<file path="src/cpma_pkg.sv">
/*
 Package for the program memory access block: widths, vectors, stack depth,
 pointer layout and linear data-memory mapping constants.
 Assumes a single core clock and synchronous active-low reset.
*/
package cpma_pkg;
	localparam int PC_W = 15;
	localparam int WORD_W = 14;
	localparam int DATA_W = 8;
	localparam int PTR_W = 16;
	localparam int DADDR_W = 12;
	localparam int STACK_DEPTH = 16;
	localparam int SP_W = 4;
	localparam int PSEL_BIT = 15;
	localparam int NUM_INSTR = 49;
	localparam logic [PC_W-1:0] RESET_VECTOR = 15'h0000;
	localparam logic [PC_W-1:0] INT_VECTOR = 15'h0004;
	localparam logic [PC_W-1:0] MASK_SMALL = 15'h03FF;
	localparam logic [PC_W-1:0] MASK_LARGE = 15'h07FF;
	localparam logic [PC_W-1:0] PC_ONE = 15'h0001;
	localparam logic [SP_W-1:0] SP_TOP = 4'hF;
	localparam logic [SP_W-1:0] SP_ONE = 4'h1;
	// Linear view of general purpose RAM: base and 80-byte bank slices
	localparam logic [PTR_W-1:0] LIN_BASE = 16'h2000;
	localparam logic [PTR_W-1:0] LIN_END = 16'h8000;
	localparam logic [PTR_W-1:0] LIN_SLICE = 16'h0050;
	localparam logic [6:0] GPR_OFFSET = 7'h20;
	localparam int BANK_W = 5;
	localparam int OFS_W = 7;

	typedef enum logic [1:0] {
		CPMA_OP_NONE,
		CPMA_OP_READ,
		CPMA_OP_WRITE
	} cpma_op_type;

	// Context copied on interrupt entry and restored on return
	typedef struct packed {
		logic [7:0] accum;
		logic [4:0] status;
		logic [4:0] bank;
		logic [6:0] pclath;
		logic [PTR_W-1:0] ptr0;
		logic [PTR_W-1:0] ptr1;
	} cpma_ctx_type;

	// Flow control requests from the decoder
	typedef struct packed {
		logic advance;
		logic jump;
		logic call;
		logic ret;
		logic irq_take;
		logic retfie;
		logic [PC_W-1:0] target;
	} cpma_flow_type;
endpackage : cpma_pkg

</file>
<file path="src/cpma_core.sv">
/*
 Program counter, return stack, context shadows and file select pointers with
 program-memory read through the indirect ports.
 Assumes decoder strobes one cycle wide, synchronous program memory read data.
*/
// Function
// - Sixteen-entry, fifteen-bit hardware return stack.
// - Overflow/underflow set flags, optional software reset.
// - Interrupt saves context; return restores it.
// - Two 16-bit pointers reach all memory.
// - Program memory indirect read adds one cycle.
// - Linear view of general purpose RAM.
// - Fifteen-bit counter over 32K by 14 space.
// - Addresses wrap inside implemented program memory.
// - Reset vector zero, interrupt vector four.
// - Implemented size 1024 or 2048 words.
// - High byte bit 7 selects program memory.
// - Indirect read loads low eight bits.
// - Indirect writes to program memory ignored.
// - Decoder set holds exactly 49 instructions.
`timescale 1ns/1ps
`default_nettype none
module cpma_core #(
	parameter bit LARGE_VARIANT = 1'b1
) (
	// Clock and reset
	input wire logic clk,
	input wire logic rst_n,
	// Flow control from decoder
	input wire cpma_pkg::cpma_flow_type flow,
	input wire cpma_pkg::cpma_ctx_type ctx_live,
	output cpma_pkg::cpma_ctx_type ctx_restore,
	output logic ctx_restore_valid,
	// Stack reset enable and flags
	input wire logic stack_reset_enable,
	input wire logic flags_clear,
	output logic stack_overflow_flag,
	output logic stack_underflow_flag,
	output logic soft_reset,
	// Pointer writes
	input wire logic [1:0] ptr_wr,
	input wire logic [cpma_pkg::PTR_W-1:0] ptr_wdata,
	output logic [cpma_pkg::PTR_W-1:0] file_select_pointer [2],
	// Indirect data port access
	input wire cpma_pkg::cpma_op_type ind_op,
	input wire logic ind_sel,
	output logic ind_stall,
	output logic ind_done,
	output logic [cpma_pkg::DATA_W-1:0] ind_rdata,
	output logic dmem_access,
	output logic dmem_write,
	output logic [cpma_pkg::DADDR_W-1:0] dmem_addr,
	input wire logic [cpma_pkg::DATA_W-1:0] dmem_rdata,
	// Program memory
	output logic [cpma_pkg::PC_W-1:0] pc,
	output logic [cpma_pkg::PC_W-1:0] pmem_addr,
	input wire logic [cpma_pkg::WORD_W-1:0] pmem_rdata,
	// Decoder capacity
	output logic [5:0] instr_count
);
	localparam logic [cpma_pkg::PC_W-1:0] MASK =
		LARGE_VARIANT ? cpma_pkg::MASK_LARGE : cpma_pkg::MASK_SMALL;

	logic [cpma_pkg::PC_W-1:0] pc_q, pc_d;
	logic [cpma_pkg::PC_W-1:0] stack_q [cpma_pkg::STACK_DEPTH];
	logic [cpma_pkg::PC_W-1:0] stack_d [cpma_pkg::STACK_DEPTH];
	logic [cpma_pkg::SP_W:0] depth_q, depth_d;
	logic ovf_q, ovf_d, unf_q, unf_d, srst_q, srst_d;
	cpma_pkg::cpma_ctx_type shadow_q, shadow_d;
	logic rvalid_q, rvalid_d;
	logic [cpma_pkg::PTR_W-1:0] ptr_q [2];
	logic [cpma_pkg::PTR_W-1:0] ptr_d [2];
	logic pwait_q, pwait_d, done_q, done_d;
	logic [cpma_pkg::DATA_W-1:0] rdata_q, rdata_d;
	logic [cpma_pkg::PTR_W-1:0] sel_ptr, lin_off;
	logic [cpma_pkg::BANK_W-1:0] lin_bank;
	logic [cpma_pkg::OFS_W-1:0] lin_ofs;
	logic is_prog, push, pop;

	assign sel_ptr = ptr_q[ind_sel];
	assign is_prog = sel_ptr[cpma_pkg::PSEL_BIT];
	assign push = flow.call | flow.irq_take;
	assign pop = flow.ret | flow.retfie;

	// Linear region splits into 80-byte slices of each bank
	always_comb begin
		lin_off = sel_ptr - cpma_pkg::LIN_BASE;
		lin_bank = cpma_pkg::BANK_W'(lin_off / cpma_pkg::LIN_SLICE);
		lin_ofs = cpma_pkg::OFS_W'(lin_off % cpma_pkg::LIN_SLICE) + cpma_pkg::GPR_OFFSET;
	end

	// Program counter and return stack
	always_comb begin
		pc_d = pc_q;
		stack_d = stack_q;
		depth_d = depth_q;
		ovf_d = ovf_q;
		unf_d = unf_q;
		srst_d = 1'b0;
		if (flags_clear) begin
			ovf_d = 1'b0;
			unf_d = 1'b0;
		end
		if (flow.irq_take) begin
			pc_d = cpma_pkg::INT_VECTOR;
		end else if (pop) begin
			pc_d = stack_q[cpma_pkg::SP_W'(depth_q - 1'b1)] & MASK;
		end else if (flow.jump | flow.call) begin
			pc_d = flow.target & MASK;
		end else if (flow.advance && !ind_stall) begin
			pc_d = (pc_q + cpma_pkg::PC_ONE) & MASK;
		end
		if (push) begin
			if (depth_q == (cpma_pkg::SP_W+1)'(cpma_pkg::STACK_DEPTH)) begin
				ovf_d = 1'b1;
				srst_d = stack_reset_enable;
			end else begin
				stack_d[cpma_pkg::SP_W'(depth_q)] = flow.irq_take ? pc_q : (pc_q + cpma_pkg::PC_ONE) & MASK;
				depth_d = depth_q + 1'b1;
			end
		end else if (pop) begin
			if (depth_q == '0) begin
				unf_d = 1'b1;
				srst_d = stack_reset_enable;
			end else begin
				depth_d = depth_q - 1'b1;
			end
		end
		if (srst_q) begin
			pc_d = cpma_pkg::RESET_VECTOR;
			depth_d = '0;
		end
	end

	always_ff @(posedge clk) begin
		if (!rst_n) begin
			pc_q <= cpma_pkg::RESET_VECTOR;
			depth_q <= '0;
		end else begin
			pc_q <= pc_d;
			depth_q <= depth_d;
		end
		stack_q <= stack_d;
	end

	always_ff @(posedge clk) begin
		if (!rst_n) begin
			ovf_q <= 1'b0;
			unf_q <= 1'b0;
			srst_q <= 1'b0;
		end else begin
			ovf_q <= ovf_d;
			unf_q <= unf_d;
			srst_q <= srst_d;
		end
	end

	// Context shadows
	always_comb begin
		shadow_d = shadow_q;
		rvalid_d = 1'b0;
		if (flow.irq_take) begin
			shadow_d = ctx_live;
		end else if (flow.retfie) begin
			rvalid_d = 1'b1;
		end
	end

	always_ff @(posedge clk) begin
		if (!rst_n) begin
			shadow_q <= '0;
			rvalid_q <= 1'b0;
		end else begin
			shadow_q <= shadow_d;
			rvalid_q <= rvalid_d;
		end
	end

	// Pointers and indirect access
	always_comb begin
		ptr_d = ptr_q;
		pwait_d = 1'b0;
		done_d = 1'b0;
		rdata_d = rdata_q;
		for (int i = 0; i < 2; i++) begin
			if (ptr_wr[i]) begin
				ptr_d[i] = ptr_wdata;
			end
		end
		if (rvalid_q) begin
			ptr_d[0] = shadow_q.ptr0;
			ptr_d[1] = shadow_q.ptr1;
		end
		if (ind_op == cpma_pkg::CPMA_OP_READ && is_prog) begin
			if (!pwait_q) begin
				pwait_d = 1'b1;
			end else begin
				rdata_d = pmem_rdata[cpma_pkg::DATA_W-1:0];
				done_d = 1'b1;
			end
		end else if (ind_op == cpma_pkg::CPMA_OP_READ) begin
			rdata_d = dmem_rdata;
			done_d = 1'b1;
		end else if (ind_op == cpma_pkg::CPMA_OP_WRITE) begin
			done_d = 1'b1;
		end
	end

	always_ff @(posedge clk) begin
		if (!rst_n) begin
			ptr_q[0] <= '0;
			ptr_q[1] <= '0;
			pwait_q <= 1'b0;
			done_q <= 1'b0;
			rdata_q <= '0;
		end else begin
			ptr_q <= ptr_d;
			pwait_q <= pwait_d;
			done_q <= done_d;
			rdata_q <= rdata_d;
		end
	end

	always_comb begin
		dmem_access = (ind_op != cpma_pkg::CPMA_OP_NONE) && !is_prog;
		dmem_write = (ind_op == cpma_pkg::CPMA_OP_WRITE) && !is_prog;
		if (sel_ptr >= cpma_pkg::LIN_BASE && sel_ptr < cpma_pkg::LIN_END) begin
			dmem_addr = {lin_bank, lin_ofs};
		end else begin
			dmem_addr = sel_ptr[cpma_pkg::DADDR_W-1:0];
		end
		if (ind_op == cpma_pkg::CPMA_OP_READ && is_prog) begin
			pmem_addr = sel_ptr[cpma_pkg::PC_W-1:0] & MASK;
		end else begin
			pmem_addr = pc_q;
		end
	end

	assign ind_stall = (ind_op == cpma_pkg::CPMA_OP_READ) && is_prog && !pwait_q;
	assign ind_done = done_q;
	assign ind_rdata = rdata_q;
	assign pc = pc_q;
	assign file_select_pointer = ptr_q;
	assign ctx_restore = shadow_q;
	assign ctx_restore_valid = rvalid_q;
	assign stack_overflow_flag = ovf_q;
	assign stack_underflow_flag = unf_q;
	assign soft_reset = srst_q;
	assign instr_count = 6'(cpma_pkg::NUM_INSTR);
endmodule : cpma_core
`default_nettype wire

</file>
<file path="config.mk">
export PLATFORM = sky130hd
export DESIGN_NAME = cpma_core
export DESIGN_NICKNAME = d
export VERILOG_FILES = /design/src/cpma_pkg.sv /design/src/cpma_core.sv
export SDC_FILE = /design/constraint.sdc
export NUM_CORES = 1
export LEC_CHECK = 0
export ABC_CLOCK_PERIOD_IN_PS = 11400
export BUFFER_PORTS_ARGS = -buffer_cell sky130_fd_sc_hd__buf_2
export CAP_MARGIN = 15
export CORE_UTILIZATION = 30
export CTS_BUF_LIST = sky130_fd_sc_hd__clkbuf_4 sky130_fd_sc_hd__clkbuf_8 sky130_fd_sc_hd__clkbuf_16
export DETAILED_ROUTE_END_ITERATION = 8
export PLACE_DENSITY = 0.44
export REMOVE_ABC_BUFFERS = 1
export SLEW_MARGIN = 0
export SYNTH_ARGS = -nofsm -noshare
export SYNTH_HDL_FRONTEND = slang
export SYNTH_SLANG_ARGS = --single-unit
</file>
<file path="constraint.sdc">
create_clock -name clk -period 11.4 [get_ports clk]
set_input_delay 0.57 -clock clk [delete_from_list [all_inputs] [get_ports clk]]
set_output_delay 0.57 -clock clk [all_outputs]
set_load 0.02 [all_outputs]
</file>
Word-level counts from Yosys, hierarchy flattened:

Index checks and enable logic that the tools add are counted.

* bits of input ports: 125
* logic and storage cells: 129
* register bits: 359
* output and inout bits: 153

* divide/modulo/power cells: 2
* bitwise logic cells: 8
* eq/ne operators: 6
* mux-type cells: 43
* $lt $le $gt $ge: 6
* reduce and logical (&&, ||, !) cells: 25
* $add $sub $neg: 5

Operators by type and width (number)
* $bwmux W240: 1
* $mux W16: 5
* $mux W11: 7
* $bmux W15 S4: 1
* $demux W15 S4: 1
* $mux W32: 1
* $mux W8: 3
* $mux W5: 4
* $mux W1: 17
* $div A16 B7 Y16 const B: 1
* $ge A16 B14 Y1 const B: 1
* $lt A16 B16 Y1 const B: 1
* $mod A16 B7 Y16 const B: 1
* $sub A16 B14 Y16 const B: 1
* $mux W15: 1
* $mux W12: 1
* $add A11 B1 Y11 const B: 1
* $ge A5 B5 Y1 const B: 2
* $not A4 Y5: 2
* $reduce_bool A2 Y1: 5
* $add A7 B6 Y7 const B: 1
* $logic_and A1 B1 Y1: 7
* $ne A2 B2 Y1 const B: 3
* $reduce_and A2 Y1: 3
* other kinds (18): 24

Depth between registers and ports, before layout:

* depth in word-level cells: 12
* mapped depth: 29
* mapped depth without buffers: 23

Least setup slack after synthesis:

No wires, ideal clock.

* kind: input -> output
* start: input port ind_sel
* end: output port dmem_addr[5] in the netlist's numbering
* arrival time: 7.193 ns
* data required time: 10.830 ns
* slack: 3.637 ns
* path buffers: 4
* stages: 26
* cell sequence: buf_6 buf_6 buf_6 clkbuf_1 mux2i_1 ha_1 xnor2_2 mux2_2 a2111oi_2 a21o_1 nand2_1 or3b_4 nor2_1 o31ai_1 a21oi_2 a211o_1 o31a_1 a311oi_4 nand2_4 a211o_2 nor4_2 nor4_1 and4b_1 o311ai_2 o22a_1 nor3_1

* longest elaborated chain between the ends: 8
* elaborated cells on any way between the ends: 11
* those cells by class: 2 x add/sub; 1 x div; 2 x order compare; 4 x mux; 1 x bitwise; 1 x reduce/logical

Ends and longest elaborated chain
* from (decl): RTL line cpma_core.sv:46 `input wire logic ind_sel,`
* $not A1 Y2 (implied by the code) *: RTL line cpma_core.sv:80 `assign sel_ptr = ptr_q[ind_sel];`
* $mux W16 (implied by the code) * (3 in a row): RTL line cpma_core.sv:80
* $sub A16 B14 Y16: RTL line cpma_core.sv:87 `lin_off = sel_ptr - cpma_pkg::LIN_BASE;`
* $mod A16 B7 Y16: RTL line cpma_core.sv:89 `lin_ofs = cpma_pkg::OFS_W'(lin_off % cpma_pkg::LIN_SLICE) + cpma_pkg::GPR_OFFSET;`
* $add A7 B6 Y7: RTL line cpma_core.sv:89
* $mux W12 *: RTL line cpma_core.sv:227 `if (sel_ptr >= cpma_pkg::LIN_BASE && sel_ptr < cpma_pkg::LIN_END) begin`
* to (decl): RTL line cpma_core.sv:52 `output logic [cpma_pkg::DADDR_W-1:0] dmem_addr,`

Every way passes the cells marked *; elsewhere a longest branch is shown, timed or not. The select of a mux whose other input is x is not followed.

Worst setup path in the final report:

* start: input port ind_sel
* end: output port dmem_addr[6] in the netlist's numbering

Same word-level chain as after synthesis.

==> results.md <==
* Max incr delay on CP at 0.72 ns
* WL final at 44,200 um
* GR met1 Demand/Resource at 21.8%
* Detailed Routing Iterations Pass 1 at 5
* CTS Hold Bufs at 0
* Crit end category: primary output
* CTS-repair resized insts at 0
* Gr busiest metal: met2
* Cell family with the largest share of critical-path delay: compound AO/OA/AOI/OAI gates
* Number of synthesized flops with an enable pin at 176
* Async set-reset flop share out of synthesis at 0%
* Leading post-synthesis cells by cell area: edfxtp_1, dfxtp_1, mux2i_1
* Fin crit share at 74.7%
* Htree depth at 2
* Die Wd at 225 um
* Mapped Cells at 1,264
* Synth top area share at 35.6%
* Via/cell ratio at 4.95
* Remaining Overflow, GRT at 0
* Hold Vio Cnt, Final at 0
* Worst skew pair latency at 0.56 ns
* Antenna violations before repair at 1
* Largest net degree at the start of global routing at 66
* Syn avg cell area at 11.8 sq um
* Global-route wire length before repair at 66,200 um
* Crit path time final at 8.52 ns
* Min-delay worst type: input port to flop
* Antenna-violating nets left at 0
* Max-slew violations at 0
* YS warnings at 0
* Total Power at 4340 uW
* Ys flop type: edfxtp_1
* Final net count at 1,630
* FP Rows at 81
* Diode count at 0
* Final setup skew at 0.0168 ns
* Status: finished clean
* Post-CTS setup buffers at 0
* Placer Congestion at 0.844
* Number of port buffers at 253
* Boundary pin count at 278
* Finish-stage setup viols at 0
* Total negative slack at 0 ns
* GR Layer Usage met3 at 2.55%
* Cell total after placement at 2,116
* CP bufs+invs at 3
* Vias at 10.8k
* CP dominant cell by count: buf_2
* CP cell instances: buf_2, buf_4, mux2i_1, ha_1, xnor2_2, xnor2_1, o311a_1, o21ai_1, o31a_1, and3_1, nor2_1, a211oi_4, o211ai_4, mux2i_2, o311ai_0, a22oi_2, o32ai_1, nand4_2, o311ai_2, o31ai_1, a211oi_2, buf_2
* Clock root buffer: clkbuf_16
* Maximum vdd drop at 0.130 mV
* DRC Markers at 0
* Routed len/inst at 20.3 um
* Synthesis-to-finish area growth at 20.5%
* DP HPWL at 30,000 um
* Met2 usage at 30.7%
* Leakage power at 0.00701 uW
* Fmax at 117 MHz
* Critical Path Slowest Stage Cell: o21ai_1
* Pwr per Cell Area at 243 nW/um^2
* Measured slew at the worst slew-check pin at 1.12 ns
* Synth Cell Area at 14,900 sq um
* CTS tree: done
* Core Box Area at 48,800 sq um
* Die ar. at 50,400 sq um
* Share of layout cells above drive strength 1 at 28.9%
* Die height at 225 um
* Crit path required time at 10.83 ns
* Relative slew slack at 24.6%
* Worst-case clock buffer depth at 3
* Non-filler instance count after layout at 2,184
* RSZ-0062 raised after global routing: false
* Crit Path Class: input port to primary output
* Post-synthesis sequential area ratio at 51.6%
* Cell taking the most area after synthesis: edfxtp_1
* Vias in the first global route at 10.5k
* MaxCap Viol Count at 0
* FF+latch count, synth at 295
* Detailed Route Iter0 Violations at 688
* Total GRT Usage at 17.4%
* Count of different cell masters after synthesis at 99
* CTS Buf Count at 36
* CP Launch Type: input port
* Initial core utilization at 30.4%
* CTS sink count at 295
* Crit path max fanout at 31
* Clock-pin slew on the worst setup and hold paths at 0.06 ns
* Worst Path Arrival at 7.95 ns
-- where the power goes --
part           leakage [uW]  internal, uW  switching [uW]  total, uW
combinational       0.00384           698            1100       1800
clock              0.000569           662             470       1130
sequential          0.00261          1310            96.5       1410
-- kinds of logic (layout without fill, tap and decap cells) --
kind of cell	Yosys count	count (layout)	synth area share (%)
AO/OA/AOI/OAI	244	244	11.3
XOR/XNOR	35	35	2.33
adder cells (fa/ha/maj)	13	13	1.09
buffers and inverters	101	345	3.12
flip-flops	295	295	51.6
multiplexers	183	183	16.4
other	2	14	0.0506
AND/OR/NAND/NOR	391	391	14.0
-- layout by cell type (no fill, tap or decap), types with 12 or more instances in the layout --
master	netlist	routed
buf_2	1	252
edfxtp_1	176	176
dfxtp_1	119	117
mux2i_1	114	114
nand2_1	107	107
o21ai_0	74	74
nor2b_1	69	69
nor2_1	58	56
and2_1	52	52
a21oi_1	51	51
mux4_2	44	44
clkbuf_16	0	36
a211oi_1	30	30
xnor2_1	21	20
buf_4	14	18
mux2_2	17	17
nor3_1	18	17
nand3_1	14	14
conb_1	2	14
ha_1	12	12
-- per-layer routing --
metal / wire length (um) / share of wire (%)
met1: 19100 / 43
met2: 22500 / 51
met5: 0 / 0
met4: 950 / 2.1
met3: 1680 / 3.8
-- worst paths after layout --
kind                       start                   to  slack (ns)  cells after the start
min                     flow[15]    ctx_restore_valid        0.25                      3
max                      ind_sel         dmem_addr[6]        2.88                     22
min reg2reg  stack_overflow_flag  stack_overflow_flag        0.47                      2
max reg2reg           depth_q[0]                pc[9]        7.51                      9
-- registers in the layout (all words and copies together), names as in the netlist, 5 cells and up --
register             flops
stack_q                176
ctx_restore             57
file_select_pointer     32
pc                      11
ind_rdata                8
depth_q                  5
-- cell type report --
type | count | area [sq um]
multi-input cells | 880 | 6800
inverters | 10 | 37.5
flip-flops and latches | 295 | 7670
repair buffers | 270 | 1400
well taps | 664 | 831
clock buffers | 40 | 931
fillers | 4843 | 30900
clock inverters | 25 | 234
-- Yosys cell counts (7+ instances only) --
master and n:
edfxtp_1 176, inv_1 9, mux2_2 17, buf_4 14
mux4_2 44, xor2_1 11, nor2_1 58, xnor2_1 21
nand2b_1 8, dfxtp_1 119, nor4_1 10, nor3_1 18
nor2b_1 69, and2_1 52, nand3_1 14, buf_1 8
a211oi_1 30, o21ai_0 74, a21oi_1 51, or2_2 7
o22ai_1 8, ha_1 12, nand2_1 107, clkbuf_1 64
nand3b_1 9, mux2i_1 114, nand4_1 8
-- through the flow --
step / hold slack, ns / util, % / instance area, sq um / worst slack (ns)
3_5_place_dp: 0.469 / 34.2 / 16700 / 2.94
6_report: 0.253 / 36.6 / 17900 / 2.88
2_1_floorplan: 0.523 / - / 14500 / 4.15
3_3_place_gp: 0.464 / 34.2 / 16700 / 3.05
5_1_grt: 0.246 / 36.6 / 17900 / 2.32
4_1_cts: 0.218 / 36.6 / 17900 / 2.94
-- worst min-delay path: cells and delay by family --
kind                   cells  cell delay [ns]
buffers and inverters      1             0.12
AND/OR/NAND/NOR            2             0.08
Power figures use the tool's default switching activity.
